$ cat config.mk
export PLATFORM = sky130hd
export DESIGN_NAME = lcd_serial_command_decoder
export DESIGN_NICKNAME = d
export VERILOG_FILES = /design/src/verilog/lcd_cmd_pkg.sv /design/src/verilog/byte_stream_if.sv /design/src/verilog/byte_fifo.sv /design/src/verilog/lcd_serial_command_decoder.sv
export SDC_FILE = /design/constraint.sdc
export NUM_CORES = 2
export LEC_CHECK = 0
export BUFFER_PORTS_ARGS = -buffer_cell sky130_fd_sc_hd__buf_2
export CAP_MARGIN = 30
export CELL_PAD_IN_SITES_DETAIL_PLACEMENT = 1
export CELL_PAD_IN_SITES_GLOBAL_PLACEMENT = 1
export CORE_ASPECT_RATIO = 1.1
export CORE_MARGIN = 2
export CORE_UTILIZATION = 40
export CTS_CLUSTER_SIZE = 28
export DETAILED_ROUTE_END_ITERATION = 8
export PLACE_DENSITY = 0.67
export SLEW_MARGIN = 10
export SYNTH_ARGS = -nofsm -noshare
export SYNTH_HDL_FRONTEND = slang
export SYNTH_SLANG_ARGS = --single-unit
$ cat constraint.sdc
create_clock -name sys_clk -period 25.8 [get_ports sys_clk]
set_input_delay 1.29 -clock sys_clk [delete_from_list [all_inputs] [get_ports sys_clk]]
set_output_delay 1.29 -clock sys_clk [all_outputs]
set_load 0.01 [all_outputs]
$ cat src/verilog/lcd_cmd_pkg.sv
// Constants shared by the serial command decoder and its testbench; the byte FIFO imports none of them.
// Assumes a single system clock; all counts are in system clock cycles.
package lcd_cmd_pkg;

  ////////////////////////////////////////////////////////////////////////////
  // Widths
  localparam int CMD_W     = 8;           // Serial byte width
  localparam int ENTRY_W   = CMD_W + 1;   // Byte plus command/data flag
  localparam int PTR_W     = 7;           // Display RAM pointer width
  localparam int RAM_WORDS = 128;         // Display RAM bytes
  localparam int FRAME_W   = 20;          // Frame divider counter width

  ////////////////////////////////////////////////////////////////////////////
  // Opcode masks and values
  localparam logic [7:0] MASK_GROUP    = 8'hF8;  // Mode set / frame set
  localparam logic [7:0] MASK_DMODE    = 8'hFC;  // Data mode commands
  localparam logic [7:0] MASK_BITCMD   = 8'hE0;  // Set / reset bit
  localparam logic [7:0] OPC_MODESET   = 8'h18;
  localparam logic [7:0] OPC_FRAME     = 8'h10;
  localparam logic [2:0] FRAME_MAX     = 3'h4;   // Highest frame code
  localparam logic [7:0] OPC_PTR_MAX   = 8'hE7;  // Highest pointer load
  localparam logic [7:0] OPC_WRITE     = 8'h64;
  localparam logic [7:0] OPC_READ      = 8'h60;
  localparam logic [7:0] OPC_AND       = 8'h6C;
  localparam logic [7:0] OPC_OR        = 8'h68;
  localparam logic [7:0] OPC_CHAR      = 8'h72;
  localparam logic [7:0] OPC_SETBIT    = 8'h40;
  localparam logic [7:0] OPC_CLRBIT    = 8'h20;
  localparam logic [7:0] OPC_DISP_ON   = 8'h09;
  localparam logic [7:0] OPC_DISP_OFF  = 8'h08;

  ////////////////////////////////////////////////////////////////////////////
  // Field positions
  localparam int PTR_LOAD_BIT = 7;   // Set in a pointer load
  localparam int ENTRY_CMD    = 8;   // Command flag inside a FIFO entry
  localparam int BITCMD_MOD_LO = 3;  // Pointer change field of bit commands
  localparam int MODE_DRIVE   = 0;   // Mode bit: 16-row drive, row port alt
  localparam int MODE_BANK    = 1;   // Mode bit: RAM bank
  localparam int MODE_SYNCM   = 2;   // Mode bit: sync port master

  ////////////////////////////////////////////////////////////////////////////
  // Reset values and counts
  localparam logic [2:0] MODE_RST    = 3'h0;
  localparam logic [2:0] FRAME_RST   = 3'h0;
  localparam logic [4:0] PIN_IDLE    = 5'h09;  // Chip select and serial clock high at rest
  localparam logic [2:0] GLYPH_COLS  = 3'h5;   // Columns per character
  localparam logic [2:0] LAST_BIT    = 3'h7;   // Eighth serial bit

  // Data byte handling selected by the last mode command
  typedef enum logic [2:0] {MODE_WRITE, MODE_READ, MODE_AND, MODE_OR, MODE_CHAR} data_mode_t;

endpackage

$ cat src/verilog/byte_stream_if.sv
// Valid/ready carrier between the decoder and its byte FIFO.
// Both ends run on the same system clock.
interface byte_stream_if #(parameter int WIDTH = 9);
  logic             valid;  // Entry offered
  logic             ready;  // Entry accepted
  logic [WIDTH-1:0] data;   // Entry payload

  modport producer (output valid, output data, input ready);
  modport consumer (input valid, input data, output ready);
endinterface

$ cat src/verilog/byte_fifo.sv
// Flip-flop FIFO carrying received bytes from the serial side to the executor.
// Assumes one clock and a synchronous active low reset copy.
module byte_fifo #(
  parameter int WIDTH = 9,
  parameter int DEPTH = 32
) (
  // Clock and reset
  input wire logic         clk,
  input wire logic         rstN,
  // Fill side
  byte_stream_if.consumer  inPort,
  // Drain side
  byte_stream_if.producer  outPort
);

  localparam int AW = $clog2(DEPTH);

  logic [WIDTH-1:0] store [DEPTH];  // Entry storage
  logic [AW:0]      wrPtr;          // Write index with wrap bit
  logic [AW:0]      rdPtr;          // Read index with wrap bit
  logic             full;
  logic             empty;
  logic             doWrite;
  logic             doRead;

  // Honest flags from the wrap bits
  assign empty         = (wrPtr == rdPtr);
  assign full          = (wrPtr[AW] != rdPtr[AW]) && (wrPtr[AW-1:0] == rdPtr[AW-1:0]);
  assign inPort.ready  = !full;
  assign outPort.valid = !empty;
  assign outPort.data  = store[rdPtr[AW-1:0]];
  assign doWrite       = inPort.valid && !full;
  assign doRead        = outPort.ready && !empty;

  ////////////////////////////////////////////////////////////////////////////
  // Pointers
  always_ff @(posedge clk)
  begin
    if (!rstN)
    begin
      wrPtr <= '0;
      rdPtr <= '0;
    end
    else
    begin
      if (doWrite)
        wrPtr <= wrPtr + 1'b1;
      if (doRead)
        rdPtr <= rdPtr + 1'b1;
    end
  end

  // Storage, no reset needed for data
  always_ff @(posedge clk)
  begin
    if (doWrite)
      store[wrPtr[AW-1:0]] <= inPort.data;
  end
endmodule

$ cat src/verilog/lcd_serial_command_decoder.sv
// Serial command decoder of a dot-matrix LCD controller: byte receiver,
// FIFO, command executor, display RAM and frame timing.
// Assumes host pins are asynchronous to sys_clk and sampled twice.
// Operation
// RULE1 - 0x18-0x1F sets drive configuration mode
// RULE2 - Mode set low bits pick row port
// RULE3 - Mode set picks sync port, RAM bank
// RULE4 - 0x10-0x14 sets frame rate from low bits
// RULE5 - 0x80-0xE7 loads seven-bit RAM pointer
// RULE6 - 0x64-0x67 write mode, store then move pointer
// RULE7 - 0x60-0x63 read mode, shift RAM byte out
// RULE8 - 0x6C-0x6F AND data into RAM byte
// RULE9 - 0x68-0x6B OR data into RAM byte
// RULE10 - 0x72 character mode via glyph generator
// RULE11 - Glyph columns written, pointer advances five
// RULE12 - 0x40-0x5F sets one RAM bit
// RULE13 - 0x20-0x3F clears one RAM bit
// RULE14 - Command/data line routes each byte
// RULE15 - Busy low means ready for next byte
// RULE16 - Eight-bit transfers on serial clock, chip-selected
// RULE17 - Bit commands: bit low three, move next two
// RULE18 - Two-bit move code: increment, decrement, hold
module lcd_serial_command_decoder
  import lcd_cmd_pkg::*;
#(
  parameter int         FIFO_DEPTH   = 32,
  parameter logic [1:0] PTR_INC_CODE = 2'b00,
  parameter logic [1:0] PTR_DEC_CODE = 2'b01,
  parameter int         FRAME_BASE   = 5000
) (
  // Clock and reset
  input  wire logic       sys_clk,
  input  wire logic       nrst,
  // Serial link pins
  input  wire logic       serClk,
  input  wire logic       serIn,
  input  wire logic       cmdSel,
  input  wire logic       chipSelN,
  output logic            serOutBusy,
  output logic            serOutBusyEn,
  // Multi-chip sync pin
  input  wire logic       syncIn,
  output logic            syncOut,
  output logic            syncOutEn,
  // Configuration state
  output logic            drive16Row,
  output logic            rowPortAlt,
  output logic            ramBank,
  output logic            syncMaster,
  output logic [2:0]      frameRate,
  output logic            displayOn,
  output logic            frameTick,
  // Display refresh read port
  input  wire logic [5:0] scanAddr,
  output logic [7:0]      scanData
);

  ////////////////////////////////////////////////////////////////////////////
  // Reset release and pin synchronisers
  logic [1:0] rstPipe;   // Reset release chain
  logic       rstN;      // Synchronised reset
  logic [4:0] pinMeta;   // First stage, read only by pinSync
  logic [4:0] pinSync;   // {sync, csN, cmdSel, serIn, serClk}
  logic       sckLast;   // Previous serial clock level
  logic       syncLast;  // Previous sync pin level

  // Release reset cleanly against sys_clk
  always_ff @(posedge sys_clk or negedge nrst)
  begin
    if (!nrst)
      rstPipe <= 2'h0;
    else
      rstPipe <= {rstPipe[0], 1'b1};
  end
  assign rstN = rstPipe[1];

  // Two flops on every host pin
  always_ff @(posedge sys_clk)
  begin
    if (!rstN)
    begin
      pinMeta  <= PIN_IDLE;
      pinSync  <= PIN_IDLE;
      sckLast  <= 1'b1;  // Idle clock level, so no false edge after reset
      syncLast <= 1'b0;
    end
    else
    begin
      pinMeta  <= {syncIn, chipSelN, cmdSel, serIn, serClk};
      pinSync  <= pinMeta;
      sckLast  <= pinSync[0];
      syncLast <= pinSync[4];
    end
  end

  wire sckRise   = pinSync[0] && !sckLast;  // Input sample edge
  wire sckFall   = !pinSync[0] && sckLast;  // Output shift edge
  wire csActive  = !pinSync[3];
  wire isCmdPin  = pinSync[2];
  wire syncRise  = pinSync[4] && !syncLast;

  ////////////////////////////////////////////////////////////////////////////
  // Serial receiver
  logic [6:0] inShift;  // Bits gathered so far, MSB first
  logic [2:0] bitCnt;   // Bits received in this byte

  byte_stream_if #(.WIDTH(ENTRY_W)) pushIf ();
  byte_stream_if #(.WIDTH(ENTRY_W)) popIf ();

  // Count and shift only while selected; deselect restarts the byte
  always_ff @(posedge sys_clk)
  begin
    if (!rstN || !csActive)
    begin
      inShift <= 7'h00;
      bitCnt  <= 3'h0;
    end
    else if (sckRise)
    begin
      inShift <= {inShift[5:0], pinSync[1]};
      bitCnt  <= bitCnt + 3'h1;
    end
  end

  // Eighth edge pushes the byte with its command/data flag
  assign pushIf.valid = sckRise && csActive && (bitCnt == LAST_BIT);  // RULE16
  assign pushIf.data  = {isCmdPin, inShift, pinSync[1]};              // RULE14

  byte_fifo #(.WIDTH(ENTRY_W), .DEPTH(FIFO_DEPTH)) rxFifo (
    .clk     (sys_clk),
    .rstN    (rstN),
    .inPort  (pushIf),
    .outPort (popIf)
  );

  ////////////////////////////////////////////////////////////////////////////
  // Executor state
  typedef enum logic {ST_IDLE, ST_CHAR} exec_state_t;

  exec_state_t state;                   // Executor phase
  data_mode_t  mode;                    // Current data mode
  logic [1:0]  modCode;                 // Pointer move of data mode
  logic [6:0]  ptr;                     // Display RAM pointer
  logic [7:0]  ram [RAM_WORDS];         // Display RAM
  logic [2:0]  modeBits;                // Last mode set bits
  logic [7:0]  charCode;                // Character being drawn
  logic [2:0]  colCnt;                  // Glyph column index
  logic [7:0]  outShift;                // Read data shift register
  logic [FRAME_W-1:0] frameCnt;         // Frame divider

  // Pointer move: increment, decrement, or hold
  function automatic logic [6:0] movePtr(input logic [6:0] p, input logic [1:0] code);
    if (code == PTR_INC_CODE)
      return p + 7'h01;  // RULE18
    else if (code == PTR_DEC_CODE)
      return p - 7'h01;  // RULE18
    else
      return p;
  endfunction

  // Glyph column stand-in; the real character table is not modelled
  function automatic logic [7:0] glyphCol(input logic [7:0] code, input logic [2:0] col);
    return {1'b0, code[6:0] >> col};
  endfunction

  // Decoding of the popped entry
  wire        take     = popIf.valid && popIf.ready;
  wire [7:0]  b        = popIf.data[7:0];
  wire        cmdTake  = take && popIf.data[ENTRY_CMD];       // RULE14
  wire        dataTake = take && !popIf.data[ENTRY_CMD];      // RULE14
  wire        isModeSet = (b & MASK_GROUP) == OPC_MODESET;
  wire        isFrame  = ((b & MASK_GROUP) == OPC_FRAME) && (b[2:0] <= FRAME_MAX);
  wire        isPtrLd  = b[PTR_LOAD_BIT] && (b <= OPC_PTR_MAX);
  wire        isWrCmd  = (b & MASK_DMODE) == OPC_WRITE;
  wire        isRdCmd  = (b & MASK_DMODE) == OPC_READ;
  wire        isAndCmd = (b & MASK_DMODE) == OPC_AND;
  wire        isOrCmd  = (b & MASK_DMODE) == OPC_OR;
  wire        isChrCmd = b == OPC_CHAR;
  wire        isSetBit = (b & MASK_BITCMD) == OPC_SETBIT;
  wire        isClrBit = (b & MASK_BITCMD) == OPC_CLRBIT;
  wire        isBitCmd = isSetBit || isClrBit;
  wire [1:0]  bitMove  = b[BITCMD_MOD_LO +: 2];               // RULE17
  wire [7:0]  bitMask  = 8'(8'h01 << b[2:0]);                 // RULE17
  wire [7:0]  curByte  = ram[ptr];
  wire        charWrite = (state == ST_CHAR);
  wire        rmwMode  = (mode == MODE_WRITE) || (mode == MODE_AND) || (mode == MODE_OR);
  wire        readLoad = (cmdTake && isRdCmd) || (dataTake && mode == MODE_READ);  // RULE7
  wire        readActive = csActive && !isCmdPin && (mode == MODE_READ);

  assign popIf.ready = (state == ST_IDLE);

  // RAM write port select
  wire       ramWe = charWrite || (dataTake && rmwMode) || (cmdTake && isBitCmd);
  wire [7:0] dataResult = (mode == MODE_AND) ? (curByte & b) :  // RULE8
                          (mode == MODE_OR)  ? (curByte | b) :  // RULE9
                          b;                                    // RULE6
  wire [7:0] bitResult  = isSetBit ? (curByte | bitMask)        // RULE12
                                   : (curByte & ~bitMask);      // RULE13
  wire [7:0] ramWd = charWrite ? glyphCol(charCode, colCnt) :  // RULE11
                     cmdTake   ? bitResult : dataResult;

  // Pointer update select
  wire [6:0] next_ptr = charWrite                   ? ptr + 7'h01 :       // RULE11
                        (cmdTake && isPtrLd)        ? b[6:0] :            // RULE5
                        (cmdTake && isBitCmd)       ? movePtr(ptr, bitMove) :
                        (cmdTake && isRdCmd)        ? movePtr(ptr, b[1:0]) :
                        (dataTake && mode != MODE_CHAR) ? movePtr(ptr, modCode) :
                        ptr;

  ////////////////////////////////////////////////////////////////////////////
  // Display RAM, pointer and scan port
  always_ff @(posedge sys_clk)
  begin
    if (ramWe)
      ram[ptr] <= ramWd;
    scanData <= ram[{ramBank && !drive16Row, scanAddr}];
  end

  always_ff @(posedge sys_clk)
  begin
    if (!rstN)
      ptr <= 7'h00;
    else
      ptr <= next_ptr;
  end

  ////////////////////////////////////////////////////////////////////////////
  // Command registers
  always_ff @(posedge sys_clk)
  begin
    if (!rstN)
    begin
      mode      <= MODE_WRITE;
      modCode   <= PTR_INC_CODE;
      modeBits  <= MODE_RST;
      frameRate <= FRAME_RST;
      displayOn <= 1'b0;
    end
    else if (cmdTake)
    begin
      // Unlisted opcodes fall through unchanged
      if (isModeSet)
        modeBits <= b[2:0];              // RULE1
      if (isFrame)
        frameRate <= b[2:0];             // RULE4
      if (isWrCmd || isRdCmd || isAndCmd || isOrCmd)
        modCode <= b[1:0];
      if (isWrCmd)
        mode <= MODE_WRITE;              // RULE6
      if (isRdCmd)
        mode <= MODE_READ;               // RULE7
      if (isAndCmd)
        mode <= MODE_AND;                // RULE8
      if (isOrCmd)
        mode <= MODE_OR;                 // RULE9
      if (isChrCmd)
        mode <= MODE_CHAR;               // RULE10
      if (b == OPC_DISP_ON)
        displayOn <= 1'b1;
      if (b == OPC_DISP_OFF)
        displayOn <= 1'b0;
    end
  end

  // Mode bits fan out to drive, row port, bank and sync roles
  assign drive16Row = modeBits[MODE_DRIVE];  // RULE1
  assign rowPortAlt = modeBits[MODE_DRIVE];  // RULE2
  assign ramBank    = modeBits[MODE_BANK];   // RULE3
  assign syncMaster = modeBits[MODE_SYNCM];  // RULE3

  ////////////////////////////////////////////////////////////////////////////
  // Character drawing: five columns, one per cycle, FIFO held meanwhile
  always_ff @(posedge sys_clk)
  begin
    if (!rstN)
    begin
      state    <= ST_IDLE;
      colCnt   <= 3'h0;
      charCode <= 8'h00;
    end
    else
    begin
      case (state)
        ST_IDLE:
          if (dataTake && mode == MODE_CHAR)
          begin
            state    <= ST_CHAR;  // RULE10
            charCode <= b;
            colCnt   <= 3'h0;
          end
        ST_CHAR:
          if (colCnt == GLYPH_COLS - 3'h1)
            state <= ST_IDLE;
          else
            colCnt <= colCnt + 3'h1;
        default:
          state <= ST_IDLE;
      endcase
    end
  end

  ////////////////////////////////////////////////////////////////////////////
  // Read-out shifter and the shared output/busy pin
  always_ff @(posedge sys_clk)
  begin
    if (!rstN)
      outShift <= 8'h00;
    else if (readLoad)
      outShift <= curByte;                    // RULE7
    else if (sckFall && readActive)
      outShift <= {outShift[6:0], 1'b0};
  end

  // Read data bit while reading, otherwise busy high when the FIFO cannot take another byte
  always_ff @(posedge sys_clk)
  begin
    if (!rstN)
    begin
      serOutBusy   <= 1'b0;
      serOutBusyEn <= 1'b0;
    end
    else
    begin
      serOutBusy   <= readActive ? outShift[7] : !pushIf.ready;  // RULE15
      serOutBusyEn <= csActive;                                  // RULE16
    end
  end

  ////////////////////////////////////////////////////////////////////////////
  // Frame divider and multi-chip sync
  wire [FRAME_W-1:0] frameLimit = FRAME_W'(FRAME_BASE) << frameRate;
  wire               localTick  = (frameCnt >= frameLimit - FRAME_W'(1));

  always_ff @(posedge sys_clk)
  begin
    if (!rstN)
    begin
      frameCnt  <= '0;
      frameTick <= 1'b0;
      syncOut   <= 1'b0;
      syncOutEn <= 1'b0;
    end
    else
    begin
      frameCnt  <= localTick ? '0 : frameCnt + FRAME_W'(1);
      frameTick <= syncMaster ? localTick : syncRise;  // RULE3
      syncOut   <= localTick;
      syncOutEn <= syncMaster;                         // RULE3
    end
  end
endmodule

# Yosys cells after proc, flatten, opt, wreduce, memory -nomap -nowiden
# Memory sizes are Yosys's and may differ from the RTL's. A register that Yosys moved wholly into a read port is not among the register bits.
# Cells that the tools add are included.
dict set report word_totals {
  output_inout_bits 21
  mem_count 2
  inputBits 13
  elab_cells 178
  register_bits 99
  ramBits 1312
}
dict set report classes {
  n_mux 41
  n_bitwise 7
  order_cmp 3
  n_addsub 8
  n_eq_ne 28
  n_shift 3
  reduce_logical 61
}
# memory words width read_ports rd_ports_with_merged_regs write_ports line
set memory_table {}
lappend memory_table {ram 128 8 2 2 1 lcd_serial_command_decoder.sv:144} ;# logic [7:0] ram [RAM_WORDS];
lappend memory_table {rxFifo.store 32 9 1 1 1 byte_fifo.sv:18} ;# logic [WIDTH-1:0] store [DEPTH];
# cell n
set op_table {}
lappend op_table {{$mux 7} 13}
lappend op_table {{$mux 8} 7}
lappend op_table {{$eq 6x5->1 const B} 4}
lappend op_table {{$logic_and 1x1->1} 23}
lappend op_table {{$mux 3} 7}
lappend op_table {{$add 20x1->20 const B} 1}
lappend op_table {{$ge 20x20->1} 1}
lappend op_table {{$shl 13x3->20 const A} 1}
lappend op_table {{$sub 20x1->20 const B} 1}
lappend op_table {{$and 8x8->8} 2}
lappend op_table {{$eq 8x4->1 const B} 2}
lappend op_table {{$or 8x8->8} 2}
lappend op_table {{$reduce_and 2->1} 7}
lappend op_table {{$add 6x1->6 const B} 2}
lappend op_table {{$eq 5x2->1 const B} 2}
lappend op_table {{$logic_not 1->1} 10}
lappend op_table {{$logic_or 1x1->1} 10}
lappend op_table {{$mux 1} 10}
lappend op_table {{$mux 5} 2}
lappend op_table {{$reduce_bool 5->1} 2}
lappend op_table {{$eq 3x2->1 const B} 3}
lappend op_table {{$eq 3x3->1 const B} 3}
lappend op_table {{$eq 8x7->1 const B} 1}
lappend op_table {{$le 8x8->1 const B} 1}
lappend op_table {{other kinds (25)} 34}

# Depth between registers and ports, before layout
dict set report depth {
  depth_word 12
  ltp_mapped 20
  ltp_nobuf 19
}

# Hierarchy
# From an unflattened synthesis, not the netlist that was laid out.
dict set report hier_totals {
  hier_cells 3408
  hier_area_um2 65051.1
}
# module area_per_inst_um2 cells_each n_inst seq_area_each_um2
set by_module_without_submodules {}
lappend by_module_without_submodules {lcd_serial_command_decoder 53162.2 2869 1 32801.5}
lappend by_module_without_submodules {byte_fifo 11888.9 539 1 8988.6}

# Worst setup path after synthesis
# Ideal clock, no wire load.
dict set report synth_timing {
  path_type {register -> register}
  from {register with a tool-made name}
  to {memory ram[0][4] (data pin)}
  synth_period_minus_slack_ps 11042
  path_buffers 3
  path_stages_with_launch 9
  path_slack_ps 14758
  required_ps 24208
  setup_time_ps 1592
  arrival_time_ps 9449
  path_cell_list {dfxtp_1 buf_2 buf_1 buf_1 mux4_2 mux4_2 mux2_2 a21oi_1 o41ai_1}
}
# item line
set synth_rtl {}
lappend synth_rtl {{end, declared} lcd_serial_command_decoder.sv:144}

==> results.json <==
{
  "outcome": "finished clean",
  "number_of_antenna_violations_at_the_first_check_in_global_routing": 8,
  "ys_top_cells_by_count": "1312 x sky130_fd_sc_hd__edfxtp_1, 728 x sky130_fd_sc_hd__mux4_2, 272 x sky130_fd_sc_hd__nor2_1, 132 x sky130_fd_sc_hd__nand2_1, 119 x sky130_fd_sc_hd__clkbuf_1",
  "crit_arrival_ns": 7.22,
  "maxClockFrequency_mhz": 145.9,
  "htree_levels": 4,
  "hold_class": "primary input to async pin",
  "ff_latch_count_synth": 1431,
  "clock-sinks": 1431,
  "cts_made_buffers": 149,
  "pin_count_of_the_biggest_net_entering_global_routing": 107,
  "synth-compound-area-share_pct": 1.744,
  "cts_setup_buffers": 0,
  "gp_congestion": 0.8249,
  "floorplan.core_area_um2": 161700,
  "cts_hold_buffers": 0,
  "clk_pin_slew_worst_paths_ns": 0.06,
  "via_per_inst": 6.142,
  "ant_nets": 0,
  "syn_avg_cell_area_um2": 19.50,
  "multiplexer_fraction_of_the_synthesized_cell_area_pct": 26.66,
  "fraction_of_post_synthesis_cell_area_in_the_top_cell_type_by_area_pct": 60.74,
  "placementRows": 155,
  "clockRootBuffer": "sky130_fd_sc_hd__clkbuf_16",
  "timing.slew.headroom_pct": 31.44,
  "post-route-period-util_pct": 26.57,
  "synth_top_family_by_area": "multiplexers",
  "pre_cts_slack_ns": 18.86,
  "fin_hold_ws_ns": 0.2675,
  "syn-cell-area_um2": 64860,
  "grt_pass1_vias": 36930,
  "seq_area_frac_synth_pct": 64.43,
  "initial_utilization_pct": 40.10,
  "yosys.cell_types.count": 73,
  "drt-pass1-iter-count": 7,
  "drc": 0,
  "synth_adder_area_share_pct": 0.7137,
  "synth_enable_flop_cells": 1312,
  "async_flop_share_pct": 0.1398,
  "clock_tree.buffer_depth": 3,
  "final_critical_path_setup_slack_ns": 18.95,
  "cts_tree": "yes",
  "post_drt_wl_per_cell_um": 31.87,
  "finish.net_count": 3556,
  "worst_pin_slew_ns": 1.025,
  "largest_area_contributor_in_the_netlist": "sky130_fd_sc_hd__edfxtp_1",
  "period_minus_slack_ns": 6.854,
  "peakVddDrop_mv": 0.07466,
  "synth.area.top_cells": "sky130_fd_sc_hd__edfxtp_1 61%, sky130_fd_sc_hd__mux4_2 25%, sky130_fd_sc_hd__dfxtp_1 3.6%, sky130_fd_sc_hd__nor2_1 1.6%, sky130_fd_sc_hd__mux2i_1 0.94%",
  "most_frequent_cell_after_synthesis": "sky130_fd_sc_hd__edfxtp_1",
  "leakage_nw": 20.96,
  "post-layout-total-power_mw": 4.823,
  "routed-via-count": 35290,
  "wire_length_of_the_first_global_routing_pass_um": 266700,
  "cellPowerDensity_nw_per_um2": 65.26,
  "synthCells": 3326,
  "post_cts_resize_count": 0,
  "drv_cap": 0,
  "final_max_tran_viols": 0,
  "grt_use_total_pct": 22.32,
  "placed_area_um2": 68630,
  "worst-setup-path-type": "register to register",
  "ports_placed_on_the_boundary": 34,
  "routed_wl_um": 183100,
  "yosysWarnings": 0,
  "post-route-cell-area_um2": 73900,
  "required_time_at_the_worst_slack_endpoint_ns": 26.17,
  "final-hold-violation-count": 0,
  "globalRouteOverflowTotal": 0,
  "initialDrtViolationCount": 3839,
  "post_synth_xor_area_fraction_pct": 0.6751,
  "die_width_um": 388.0,
  "num_antenna_cells": 0,
  "clock_insertion_delay_worst_skew_ns": 0.81,
  "synth.net_count": 3376,
  "area.growth.synth_to_final_pct": 13.93,
  "post_route_cells_drive_above_1_share_pct": 34.67,
  "yosys.area_share.simple_pct": 4.062,
  "endpoint_kind": "register",
  "setup.worst_path.start_class": "register",
  "cp_max_fo": 96,
  "buffer_ports.inserted": 33,
  "post-dp-hpwl_um": 117300,
  "final-setup-viol-count": 0,
  "postSynth.topFlopCell": "sky130_fd_sc_hd__edfxtp_1",
  "die_area_um2": 165400,
  "finalSetupTns_ns": 0,
  "final.setup_skew_ns": 0.04311,
  "die_height_um": 426.3,
  "rsz0062_at_grt": "no"
}
[per-stage QoR]
step | util (%) | std cells
finish | 45.69 | 5745
global route | 45.69 | 5745
CTS | 45.58 | 5729
detailed placement | 42.43 | 5458
global placement | 41.86 | 5373
floorplan | - | 3326
[layout make-up]
type                    instances  area, µm²
clock inverters                88       1017
well taps                    2119       2651
multi-input cells            1652      22060
fillers                     15040      87840
repair buffers                251       2201
flip-flops and latches       1431      41810
clock buffers                 183       4076
inverters                      21      78.83
[flip-flops by register name, indices dropped and copies added, names as in the netlist, 5 cells and up, named ones only]
| signal | flops |
|---|---|
| ram | 1024 |
| rxFifo.store | 288 |
| frameCnt | 20 |
| outShift | 8 |
| scanData | 8 |
| charCode | 7 |
| inShift | 7 |
| ptr | 7 |
| rxFifo.rdPtr | 6 |
| rxFifo.wrPtr | 6 |
| pinMeta | 5 |
| pinSync | 5 |
[cell usage in the layout (no fill, tap or decap), types with 15 or more instances in the layout]
| cell type | instances |
|---|---|
| sky130_fd_sc_hd__a211oi_1 | 15 |
| sky130_fd_sc_hd__a21oi_1 | 46 |
| sky130_fd_sc_hd__a22oi_1 | 18 |
| sky130_fd_sc_hd__and2_1 | 22 |
| sky130_fd_sc_hd__and3_1 | 23 |
| sky130_fd_sc_hd__buf_2 | 29 |
| sky130_fd_sc_hd__buf_4 | 164 |
| sky130_fd_sc_hd__buf_6 | 43 |
| sky130_fd_sc_hd__bufinv_16 | 20 |
| sky130_fd_sc_hd__clkbuf_1 | 21 |
| sky130_fd_sc_hd__clkbuf_16 | 157 |
| sky130_fd_sc_hd__clkinv_1 | 27 |
| sky130_fd_sc_hd__clkinv_2 | 25 |
| sky130_fd_sc_hd__dfxtp_1 | 109 |
| sky130_fd_sc_hd__edfxtp_1 | 1312 |
| sky130_fd_sc_hd__ha_1 | 37 |
| sky130_fd_sc_hd__inv_1 | 18 |
| sky130_fd_sc_hd__mux2_2 | 15 |
| sky130_fd_sc_hd__mux2i_1 | 61 |
| sky130_fd_sc_hd__mux4_2 | 728 |
| sky130_fd_sc_hd__nand2_1 | 132 |
| sky130_fd_sc_hd__nand2b_1 | 15 |
| sky130_fd_sc_hd__nand3_1 | 45 |
| sky130_fd_sc_hd__nor2_1 | 272 |
| sky130_fd_sc_hd__nor2b_1 | 18 |
| sky130_fd_sc_hd__o21ai_0 | 24 |
| sky130_fd_sc_hd__xnor2_1 | 24 |
| sky130_fd_sc_hd__xor2_1 | 26 |
[layer usage]
layer,GRT usage [%],share of wire (%),up-vias
li1,-,-,14360
met1,30.28,41,19170
met2,36.76,49,1414
met3,4.036,6.8,336
met4,7.082,3.3,6
met5,0,0.023,-
[critical path, cell delays in order (launching register included)]
cell	delay [ns]
sky130_fd_sc_hd__dfxtp_4	0.61
sky130_fd_sc_hd__buf_4	0.69
sky130_fd_sc_hd__buf_12	0.63
sky130_fd_sc_hd__buf_4	0.80
sky130_fd_sc_hd__mux4_2	0.61
sky130_fd_sc_hd__mux4_2	0.55
sky130_fd_sc_hd__mux4_2	0.56
sky130_fd_sc_hd__mux2i_1	0.39
sky130_fd_sc_hd__a21oi_1	0.15
sky130_fd_sc_hd__o21ai_0	0.31
sky130_fd_sc_hd__a31oi_4	0.22
sky130_fd_sc_hd__buf_4	0.51
[cell families (layout without fill, tap and decap cells)]
| logic type | count (synthesis) | after routing |
|---|---|---|
| mux | 809 | 809 |
| other cells | 1 | 1 |
| fa+ha+maj | 37 | 37 |
| flops | 1431 | 1431 |
| simple gates | 585 | 585 |
| compound gates | 170 | 170 |
| xor+xnor | 50 | 50 |
| buf+inv | 243 | 543 |
[power by group]
part / total [mW] / switching (mW) / internal [mW]
Combinational: 0.0708 / 0.0418 / 0.0290
Sequential: 2.50 / 0.00184 / 2.49
Clock: 2.26 / 0.929 / 1.33
[worst paths after layout]
check / slack [ns] / start / endpoint / cells past startpoint
hold reg to reg: 0.36 / rstPipe[0] / rstPipe[1] / 0
min in group sys_clk: 0.36 / rstPipe[0] / rstPipe[1] / 0
max in group asynchronous: 25.44 / nrst / rstPipe[0] / 1
hold / removal: 0.27 / nrst / rstPipe[1] / 1
setup reg to reg: 18.95 / register / ram[0][3] / 11
setup / recovery: 18.95 / register / ram[0][3] / 11
(Power assumes the default switching activity.)
